[src/hdl/pti_regs.svh]
// register offsets, field positions, reset values and command bits of the proximity register block
`ifndef PTI_REGS_SVH
`define PTI_REGS_SVH

// ----------------------------------------------------------------------------
// register offsets
// ----------------------------------------------------------------------------
`define PTI_OFS_SHUTDOWN   4'h0
`define PTI_OFS_BURST_CFG  4'h1
`define PTI_OFS_INTERVAL   4'h2
`define PTI_OFS_THR_LOW    4'h3
`define PTI_OFS_THR_UPPER  4'h4
`define PTI_OFS_RES_LOW    4'h5
`define PTI_OFS_RES_UPPER  4'h6
`define PTI_OFS_EVENT      4'h7

// ----------------------------------------------------------------------------
// reset values
// ----------------------------------------------------------------------------
`define PTI_RST_SHUTDOWN   8'h00
`define PTI_RST_BURST_CFG  8'h96
`define PTI_RST_INTERVAL   8'h00
`define PTI_RST_ZERO       8'h00

// ----------------------------------------------------------------------------
// event register fields
// ----------------------------------------------------------------------------
`define PTI_EV_FALL        6
`define PTI_EV_RISE        5
`define PTI_EV_DONE        4
`define PTI_EV_THR_EN      1
`define PTI_EV_DONE_EN     0

// ----------------------------------------------------------------------------
// command byte fields
// ----------------------------------------------------------------------------
`define PTI_CMD_SEL        7
`define PTI_CMD_CLR_THR    6
`define PTI_CMD_CLR_DONE   5
`define PTI_CMD_SOFT_RST   4

// ----------------------------------------------------------------------------
// serial link
// ----------------------------------------------------------------------------
`define PTI_SLAVE_ADDR     7'h55
`define PTI_BITS_PER_BYTE  4'h8

`endif

[src/hdl/pti_pkg.sv]
// types shared by the proximity register block
package pti_pkg;

  // serial link states, one-hot
  typedef enum logic [5:0] {
    PTI_ST_IDLE = 6'h01,
    PTI_ST_RECV = 6'h02,
    PTI_ST_ACK  = 6'h04,
    PTI_ST_SEND = 6'h08,
    PTI_ST_RACK = 6'h10,
    PTI_ST_SKIP = 6'h20
  } pti_state_t;

  // which byte of a transaction is being received
  typedef enum logic [2:0] {
    PTI_BY_ADDR = 3'h1,
    PTI_BY_CMD  = 3'h2,
    PTI_BY_DATA = 3'h4
  } pti_byte_t;

  // conversion result from the converter, same clock
  typedef struct packed {
    logic        done;
    logic [11:0] value;
  } pti_conv_t;

  // configuration presented to the analog front end
  typedef struct packed {
    logic [7:0] shutdown;
    logic [7:0] burst;
    logic [7:0] interval;
  } pti_cfg_t;

endpackage

[src/hdl/pti_regs_top.sv]
// proximity sensor register file, threshold comparator, event flags and serial slave
`timescale 1ns/1ps
`include "pti_regs.svh"
// Function
// - threshold upper nibble kept in bits 3:0
// - result low byte, read only
// - result upper nibble, read only, rest zero
// - falling flag in event bit 6
// - rising flag in event bit 5
// - conversion done flag in event bit 4
// - comparator rising edge sets rising flag
// - comparator falling edge sets falling flag
// - command bit 6 clears both threshold flags
// - command bit 5 clears done flag
// - event bit 1 gates threshold onto pin
// - event bit 0 gates done onto pin
// - burst and interval registers load defaults
// - select bit set, low nibble addresses
// - command bit 4 restores all defaults
module pti_regs_top #(
  parameter logic [6:0] SLAVE_ADDR = `PTI_SLAVE_ADDR,
  parameter int         RES_W      = 12
) (
  // clock and reset
  input  wire logic             clk,
  input  wire logic             rst_n,
  // serial link pins
  input  wire logic             scl_in,
  input  wire logic             sda_in,
  output logic                  sda_out,
  output logic                  sda_oe,
  // converter
  input  wire pti_pkg::pti_conv_t conv,
  // front end configuration and interrupt pin
  output pti_pkg::pti_cfg_t     cfg,
  output logic                  irq_n
);

  // ----------------------------------------------------------------------------
  // elaboration check
  // ----------------------------------------------------------------------------
  if (RES_W != 12) begin : g_bad_width
    $error("pti_regs_top: result width must be 12");
  end

  // ----------------------------------------------------------------------------
  // pin synchronisers and edge detection
  // ----------------------------------------------------------------------------
  logic [2:0] scl_q;
  logic [2:0] sda_q;
  logic       scl_rise;
  logic       scl_fall;
  logic       start_det;
  logic       stop_det;

  // first stage is only read by the second; the third stage serves edge detection
  always_ff @(posedge clk or negedge rst_n) begin
    if (!rst_n) begin
      scl_q <= 3'h7;
      sda_q <= 3'h7;
    end else begin
      scl_q <= {scl_q[1:0], scl_in};
      sda_q <= {sda_q[1:0], sda_in};
    end
  end

  assign scl_rise  = scl_q[1] & ~scl_q[2];
  assign scl_fall  = ~scl_q[1] & scl_q[2];
  assign start_det = scl_q[1] & scl_q[2] & ~sda_q[1] & sda_q[2];
  assign stop_det  = scl_q[1] & scl_q[2] & sda_q[1] & ~sda_q[2];

  // ----------------------------------------------------------------------------
  // serial slave
  // ----------------------------------------------------------------------------
  pti_pkg::pti_state_t state_q;
  pti_pkg::pti_byte_t  byte_q;
  logic [3:0]          bitcnt_q;
  logic [7:0]          shift_q;
  logic                rd_q;
  logic                nack_q;
  logic [3:0]          ptr_q;
  logic                cmd_stb;
  logic                wr_stb;
  logic [7:0]          rd_data;

  // a received byte is acted on at the falling clock edge that ends its eighth bit
  assign cmd_stb = (state_q == pti_pkg::PTI_ST_RECV) && scl_fall && (bitcnt_q == `PTI_BITS_PER_BYTE)
                   && (byte_q == pti_pkg::PTI_BY_CMD);
  assign wr_stb  = (state_q == pti_pkg::PTI_ST_RECV) && scl_fall && (bitcnt_q == `PTI_BITS_PER_BYTE)
                   && (byte_q == pti_pkg::PTI_BY_DATA);

  // byte engine; start and stop take priority over any bit activity
  always_ff @(posedge clk or negedge rst_n) begin
    if (!rst_n) begin
      state_q  <= pti_pkg::PTI_ST_IDLE;
      byte_q   <= pti_pkg::PTI_BY_ADDR;
      bitcnt_q <= 4'h0;
      shift_q  <= 8'h00;
      rd_q     <= 1'b0;
      nack_q   <= 1'b0;
      sda_oe   <= 1'b0;
    end else if (start_det) begin
      state_q  <= pti_pkg::PTI_ST_RECV;
      byte_q   <= pti_pkg::PTI_BY_ADDR;
      bitcnt_q <= 4'h0;
      sda_oe   <= 1'b0;
    end else if (stop_det) begin
      state_q <= pti_pkg::PTI_ST_IDLE;
      sda_oe  <= 1'b0;
    end else begin
      unique case (state_q)
        pti_pkg::PTI_ST_IDLE: begin
          sda_oe <= 1'b0;
        end
        pti_pkg::PTI_ST_RECV: begin
          if (scl_rise) begin
            shift_q  <= {shift_q[6:0], sda_q[1]};
            bitcnt_q <= bitcnt_q + 4'h1;
          end else if (scl_fall && bitcnt_q == `PTI_BITS_PER_BYTE) begin
            bitcnt_q <= 4'h0;
            if (byte_q == pti_pkg::PTI_BY_ADDR && shift_q[7:1] != SLAVE_ADDR) begin
              state_q <= pti_pkg::PTI_ST_SKIP; // not ours: stay off the line until stop or a repeated start
            end else begin
              state_q <= pti_pkg::PTI_ST_ACK;
              sda_oe  <= 1'b1;
              if (byte_q == pti_pkg::PTI_BY_ADDR) begin
                rd_q <= shift_q[0];
              end
              byte_q <= (byte_q == pti_pkg::PTI_BY_ADDR) ? pti_pkg::PTI_BY_CMD : pti_pkg::PTI_BY_DATA;
            end
          end
        end
        pti_pkg::PTI_ST_ACK: begin
          if (scl_fall) begin
            if (rd_q) begin
              state_q <= pti_pkg::PTI_ST_SEND;
              shift_q <= rd_data;
              sda_oe  <= ~rd_data[7];
            end else begin
              state_q <= pti_pkg::PTI_ST_RECV;
              sda_oe  <= 1'b0;
            end
          end
        end
        pti_pkg::PTI_ST_SEND: begin
          if (scl_rise) begin
            bitcnt_q <= bitcnt_q + 4'h1;
          end else if (scl_fall) begin
            if (bitcnt_q == `PTI_BITS_PER_BYTE) begin
              state_q  <= pti_pkg::PTI_ST_RACK;
              bitcnt_q <= 4'h0;
              sda_oe   <= 1'b0;
            end else begin
              shift_q <= {shift_q[6:0], 1'b0};
              sda_oe  <= ~shift_q[6];
            end
          end
        end
        pti_pkg::PTI_ST_RACK: begin
          if (scl_rise) begin
            nack_q <= sda_q[1];
          end else if (scl_fall) begin
            if (nack_q) begin
              state_q <= pti_pkg::PTI_ST_SKIP;
            end else begin
              state_q <= pti_pkg::PTI_ST_SEND; // repeated reads return the same register
              shift_q <= rd_data;
              sda_oe  <= ~rd_data[7];
            end
          end
        end
        pti_pkg::PTI_ST_SKIP: begin
          sda_oe <= 1'b0;
        end
        default: begin
          state_q <= pti_pkg::PTI_ST_IDLE;
          sda_oe  <= 1'b0;
        end
      endcase
    end
  end

  // open drain: the pin is only ever pulled low
  always_ff @(posedge clk or negedge rst_n) begin
    if (!rst_n) begin
      sda_out <= 1'b0;
    end else begin
      sda_out <= 1'b0;
    end
  end

  // ----------------------------------------------------------------------------
  // command decode
  // ----------------------------------------------------------------------------
  logic soft_rst;
  logic clr_thr;
  logic clr_done;

  assign soft_rst = cmd_stb & shift_q[`PTI_CMD_SOFT_RST];
  assign clr_thr  = cmd_stb & shift_q[`PTI_CMD_CLR_THR];
  assign clr_done = cmd_stb & shift_q[`PTI_CMD_CLR_DONE];

  // pointer moves only when the select bit is set or on a soft reset, which zeroes it; clear-only bytes leave it alone
  always_ff @(posedge clk or negedge rst_n) begin
    if (!rst_n) begin
      ptr_q <= 4'h0;
    end else if (soft_rst) begin
      ptr_q <= 4'h0;
    end else if (cmd_stb && shift_q[`PTI_CMD_SEL]) begin
      ptr_q <= shift_q[3:0];
    end
  end

  // ----------------------------------------------------------------------------
  // writable registers
  // ----------------------------------------------------------------------------
  logic [7:0] thr_low_q;
  logic [3:0] thr_up_q;
  logic [1:0] ev_en_q;

  // soft reset and power up give the same defaults
  always_ff @(posedge clk or negedge rst_n) begin
    if (!rst_n) begin
      cfg.shutdown <= `PTI_RST_SHUTDOWN;
      cfg.burst    <= `PTI_RST_BURST_CFG;
      cfg.interval <= `PTI_RST_INTERVAL;
      thr_low_q    <= `PTI_RST_ZERO;
      thr_up_q     <= 4'h0;
      ev_en_q      <= 2'h0;
    end else if (soft_rst) begin
      cfg.shutdown <= `PTI_RST_SHUTDOWN;
      cfg.burst    <= `PTI_RST_BURST_CFG;
      cfg.interval <= `PTI_RST_INTERVAL;
      thr_low_q    <= `PTI_RST_ZERO;
      thr_up_q     <= 4'h0;
      ev_en_q      <= 2'h0;
    end else if (wr_stb) begin
      unique case (ptr_q)
        `PTI_OFS_SHUTDOWN:  cfg.shutdown <= shift_q;
        `PTI_OFS_BURST_CFG: cfg.burst    <= shift_q;
        `PTI_OFS_INTERVAL:  cfg.interval <= shift_q;
        `PTI_OFS_THR_LOW:   thr_low_q    <= shift_q;
        `PTI_OFS_THR_UPPER: thr_up_q     <= shift_q[3:0];
        `PTI_OFS_EVENT:     ev_en_q      <= shift_q[`PTI_EV_THR_EN:`PTI_EV_DONE_EN];
        default: ;
      endcase
    end
  end

  // ----------------------------------------------------------------------------
  // result capture and comparator
  // ----------------------------------------------------------------------------
  logic [11:0] res_q;
  logic        cmp_q;
  logic        cmp_d;

  // result follows each completed conversion and a soft reset clears it; register writes never reach it
  always_ff @(posedge clk or negedge rst_n) begin
    if (!rst_n) begin
      res_q <= 12'h000;
    end else if (soft_rst) begin
      res_q <= 12'h000;
    end else if (conv.done) begin
      res_q <= conv.value;
    end
  end

  // compared every cycle, so a new threshold takes effect without a conversion
  assign cmp_d = res_q > {thr_up_q, thr_low_q};

  always_ff @(posedge clk or negedge rst_n) begin
    if (!rst_n) begin
      cmp_q <= 1'b0;
    end else if (soft_rst) begin
      cmp_q <= 1'b0; // restart with the cleared result so no false falling edge follows
    end else begin
      cmp_q <= cmp_d;
    end
  end

  // ----------------------------------------------------------------------------
  // event flags: a set in the same cycle as a clear wins
  // ----------------------------------------------------------------------------
  logic fall_q;
  logic rise_q;
  logic done_q;

  always_ff @(posedge clk or negedge rst_n) begin
    if (!rst_n) begin
      rise_q <= 1'b0;
      fall_q <= 1'b0;
    end else begin
      rise_q <= (cmp_d & ~cmp_q) | (rise_q & ~clr_thr & ~soft_rst);
      fall_q <= (~cmp_d & cmp_q) | (fall_q & ~clr_thr & ~soft_rst);
    end
  end

  always_ff @(posedge clk or negedge rst_n) begin
    if (!rst_n) begin
      done_q <= 1'b0;
    end else begin
      done_q <= conv.done | (done_q & ~clr_done & ~soft_rst);
    end
  end

  // ----------------------------------------------------------------------------
  // read mux and interrupt pin
  // ----------------------------------------------------------------------------
  always_comb begin
    rd_data = 8'h00; // unmapped and reserved bits read zero
    unique case (ptr_q)
      `PTI_OFS_SHUTDOWN:  rd_data = cfg.shutdown;
      `PTI_OFS_BURST_CFG: rd_data = cfg.burst;
      `PTI_OFS_INTERVAL:  rd_data = cfg.interval;
      `PTI_OFS_THR_LOW:   rd_data = thr_low_q;
      `PTI_OFS_THR_UPPER: rd_data = {4'h0, thr_up_q};
      `PTI_OFS_RES_LOW:   rd_data = res_q[7:0];
      `PTI_OFS_RES_UPPER: rd_data = {4'h0, res_q[11:8]};
      `PTI_OFS_EVENT:     rd_data = {1'b0, fall_q, rise_q, done_q, 2'h0, ev_en_q};
      default:            rd_data = 8'h00;
    endcase
  end

  // active low pin, registered so it never glitches on the board
  always_ff @(posedge clk or negedge rst_n) begin
    if (!rst_n) begin
      irq_n <= 1'b1;
    end else begin
      irq_n <= ~((ev_en_q[1] & (rise_q | fall_q))
               | (ev_en_q[0] & done_q));
    end
  end

endmodule

[config.mk]
export PLATFORM = sky130hd
export DESIGN_NAME = pti_regs_top
export DESIGN_NICKNAME = d
export VERILOG_FILES = /design/src/hdl/pti_pkg.sv /design/src/hdl/pti_regs_top.sv
export VERILOG_INCLUDE_DIRS = /design/src /design/src/hdl
export SDC_FILE = /design/constraint.sdc
export NUM_CORES = 1
export LEC_CHECK = 0
export BUFFER_PORTS_ARGS = -buffer_cell sky130_fd_sc_hd__buf_2
export CORE_MARGIN = 1
export CORE_UTILIZATION = 32
export DETAILED_ROUTE_END_ITERATION = 8
export SYNTH_ARGS = -nofsm -noshare
export SYNTH_HDL_FRONTEND = slang
export SYNTH_SLANG_ARGS = --single-unit
[constraint.sdc]
create_clock -name clk -period 3.95 [get_ports clk]
set_input_delay 0.395 -clock clk [delete_from_list [all_inputs] [get_ports clk]]
set_output_delay 0.395 -clock clk [all_outputs]
set_load 0.02 [all_outputs]
==> results.yml <==
worst_setup_path:
  cp_cell_sequence: "or4_4 -> nor4_4 -> nand4_1 -> mux2i_1 -> nor2_1"
  critPathArrivalTime_ns: 3.02
  crit_buf_inv: 0
  cp-startpoint: "state_q[3]$_DFFE_PN0P_"
  reg2reg_depth: 5
  timing.critical_path.slowest_stage_cell: "nor4_4"
  reg2reg_to: "thr_up_q[2]$_DFFE_PN0P_"
  r2r_start: "state_q[3]$_DFFE_PN0P_"
  slowest_delay_ns: 0.74
  cp-start-kind: "flip-flop"
  crit_family: "simple AND/OR/NAND/NOR gates"
  crit_path_end_kind: "flip-flop"
  reg2reg_slack_ns: 1.17
  required_ns: 4.19
  worstPathMaxFanout: 12
  crit_type: "flip-flop to flip-flop"
layout:
  mostFrequentLayoutCells: "dfrtp_1 (76), nor2_1 (56), mux2i_1 (49)"
  drive_gt1_share_pct: 19.7
  syn2layout_area_growth_pct: 13.8
  n_fill_cell: 1596
  fin_nets: 573
  fin_cells: 760
  insertedDiodeCount: 0
  final_common_cell: "dfrtp_1"
yosys:
  synth_warnings: 0
  synth_compound_area_share_pct: 13.0
  syn_inst: 514
  ys_seq_elements: 89
  async_reset_ff_share_pct: 100
  netlist_area_sq_um: 5160
  synth_top_family_by_area: "simple AND/OR/NAND/NOR gates"
  synth_ff_type: "dfrtp_1"
  syn_nets: 548
  synth_xor_area_share_pct: 0.679
  yosys.area_share.adder_pct: 4.12
  syn_avg_cell_area_sq_um: 10.0
  seq_area_frac_synth_pct: 43.5
  synth_cell_type_count: 72
  post_synth_mux_area_share_pct: 13.0
  synth_edf_count: 0
  synth-simple-area-share_pct: 20.8
sta:
  rsz0062_at_grt: "no"
  maxSlewHeadroom_pct: 44.4
  fin_crit_sh_pct: 70.3
  fin_setup_tns_ns: 0
  slew_violations: 0
  fmax_mhz: 360
  clock_skew_ns: 0.0108
  setup_viol: 0
  period_needed_ns: 2.78
  hold_viol_final: 0
  worst_pin_slew_ns: 0.834
place:
  dp_hpwl_mm: 10.2
  gp_congestion: 0.860
  dpl.cell_count: 744
  io_buffers: 42
route:
  drt_iter0_drc: 315
  wl_per_cell_um: 18.4
  first_pass_iters: 4
  via_per_inst: 5.26
  routed_wirelength_mm: 14.0
  drtAntennaViolNets: 0
  drc: 0
  vias: 4000
floorplanning:
  start_util_pct: 32.6
  dieArea_sq_um: 16600
  die_h_um: 129
  coreArea_sq_um: 15800
  rows: 46
  ios: 44
  die_w_um: 129
cts:
  numCtsBuffers: 9
  root_buffer: "clkbuf_16"
  post_cts_buffers: 0
  ctsResizeCount: 0
  numClockSinks: 89
  cts_tree: "yes"
  hold_buffers: 0
  clock_latency_ns: 0.36
  htreeDepth: 3
  clk_pin_slew_ns: 0.07
  clockBufferDepth: 2
power_and_ir_drop:
  ir_drop_mv: 0.220
  p_leak_nw: 2.79
  power-per-cell-area_nw_per_um2: 398
global_routing:
  grt_use_total_pct: 18.2
  grt_first_pass_wirelength_mm: 22.7
  grt_pass1_vias: 4040
  antenna_found_initial: 0
  gr-total-overflow: 0
  grt_max_degree: 64
status:
  status: "finished, final reports clean"
worst_hold_path:
  hold_path.class: "primary input to async pin"
run:
  maxCapViolCount: 0
-- per-stage QoR --
step / hold slack [ns] / util (%) / area, sq um / setup WS, ns / power [mW]
detailed placement: 0.353 / 34.9 / 5530 / 1.18 / 1.35
floorplan: 0.0994 / - / 5160 / 1.77 / 1.25
CTS: 0.117 / 37.1 / 5870 / 1.18 / 2.36
finish: 0.127 / 37.1 / 5870 / 1.17 / 2.34
global placement: 0.346 / 34.9 / 5530 / 1.28 / 1.34
global route: 0.118 / 37.1 / 5870 / 0.978 / 2.43
-- logic make-up (layout without fill, tap and decap cells) --
family,Yosys count,in the layout
muxes,63,63
DFF,89,89
adders and majority gates,17,17
xor gates and xnor gates,4,4
buffers and inverters,59,89
other,1,1
AOI/OAI and AO/OA,99,99
and+or+nand+nor,182,182
-- worst max-delay path by stage --
stage	endpoint	slack, ns	cells past startpoint
global placement	thr_up_q[2]$_DFFE_PN0P_	1.28	5
finish	thr_up_q[2]$_DFFE_PN0P_	1.17	5
floorplan	cfg[1]$_DFFE_PN0P_	1.77	7
detailed placement	thr_up_q[2]$_DFFE_PN0P_	1.18	6
global route	thr_up_q[0]$_DFFE_PN0P_	0.98	6
CTS	thr_up_q[2]$_DFFE_PN0P_	1.18	6
-- registers in the layout, summed over array words and instances (netlist names), 4 cells and up --
register and cells:
thr_low_q 8, shift_q 8, cfg 24, ptr_q 4, bitcnt_q 4, thr_up_q 4, state_q 6, res_q 12
-- final cells by class --
cell class / instances / area (sq um) / share of cell area [%]
multi-input cells: 366 / 2670 / 45.4
flip-flops and latches: 89 / 2240 / 38.2
well taps: 216 / 270 / 4.60
repair buffers: 47 / 250 / 4.26
clock buffers: 11 / 243 / 4.13
clock inverters: 5 / 103 / 1.75
inverters: 26 / 97.6 / 1.66
-- cells in the mapped netlist (3+ instances only) --
cell | instances | share of area, %
and3_1 | 3 | 0.36
a22oi_1 | 4 | 0.58
nand3b_1 | 5 | 0.73
buf_1 | 3 | 0.22
a21o_1 | 6 | 0.87
or3b_2 | 3 | 0.51
nor2b_1 | 7 | 0.85
nor3_1 | 4 | 0.39
xor2_1 | 3 | 0.51
nand4_1 | 3 | 0.36
buf_4 | 3 | 0.44
nand4b_1 | 3 | 0.51
dfrtp_1 | 76 | 37
nor2_1 | 56 | 4.1
nor4_4 | 4 | 1.6
o211ai_1 | 6 | 0.87
buf_2 | 9 | 0.87
and3b_1 | 4 | 0.68
mux2_2 | 12 | 2.6
o21ai_0 | 18 | 1.7
a21oi_1 | 23 | 2.2
nor4_1 | 3 | 0.36
nand2b_1 | 7 | 0.85
o31ai_1 | 5 | 0.73
o21a_1 | 3 | 0.44
nand3_1 | 23 | 2.2
clkbuf_1 | 16 | 1.2
inv_1 | 26 | 1.9
ha_1 | 17 | 4.1
nand2_1 | 30 | 2.2
a22o_1 | 8 | 1.4
and2_1 | 4 | 0.48
mux2i_1 | 49 | 9.5
a221o_1 | 3 | 0.58
dfstp_2 | 13 | 6.6
-- routing by layer --
metal	share of wire [%]	vias to the layer above	GRT usage, %
met2	47	73	28.7
met3	3.9	17	4.12
met4	1.3	0	5.74
met1	48	2011	24.8
li1	-	1899	-
met5	0	-	0
-- report_power, final --
group | switching (mW) | internal, mW | total, mW
combinational | 0.151 | 0.121 | 0.272
clock | 0.369 | 0.634 | 1.00
sequential | 0.102 | 0.960 | 1.06
Note: power is estimated with default switching activity, not from simulation.
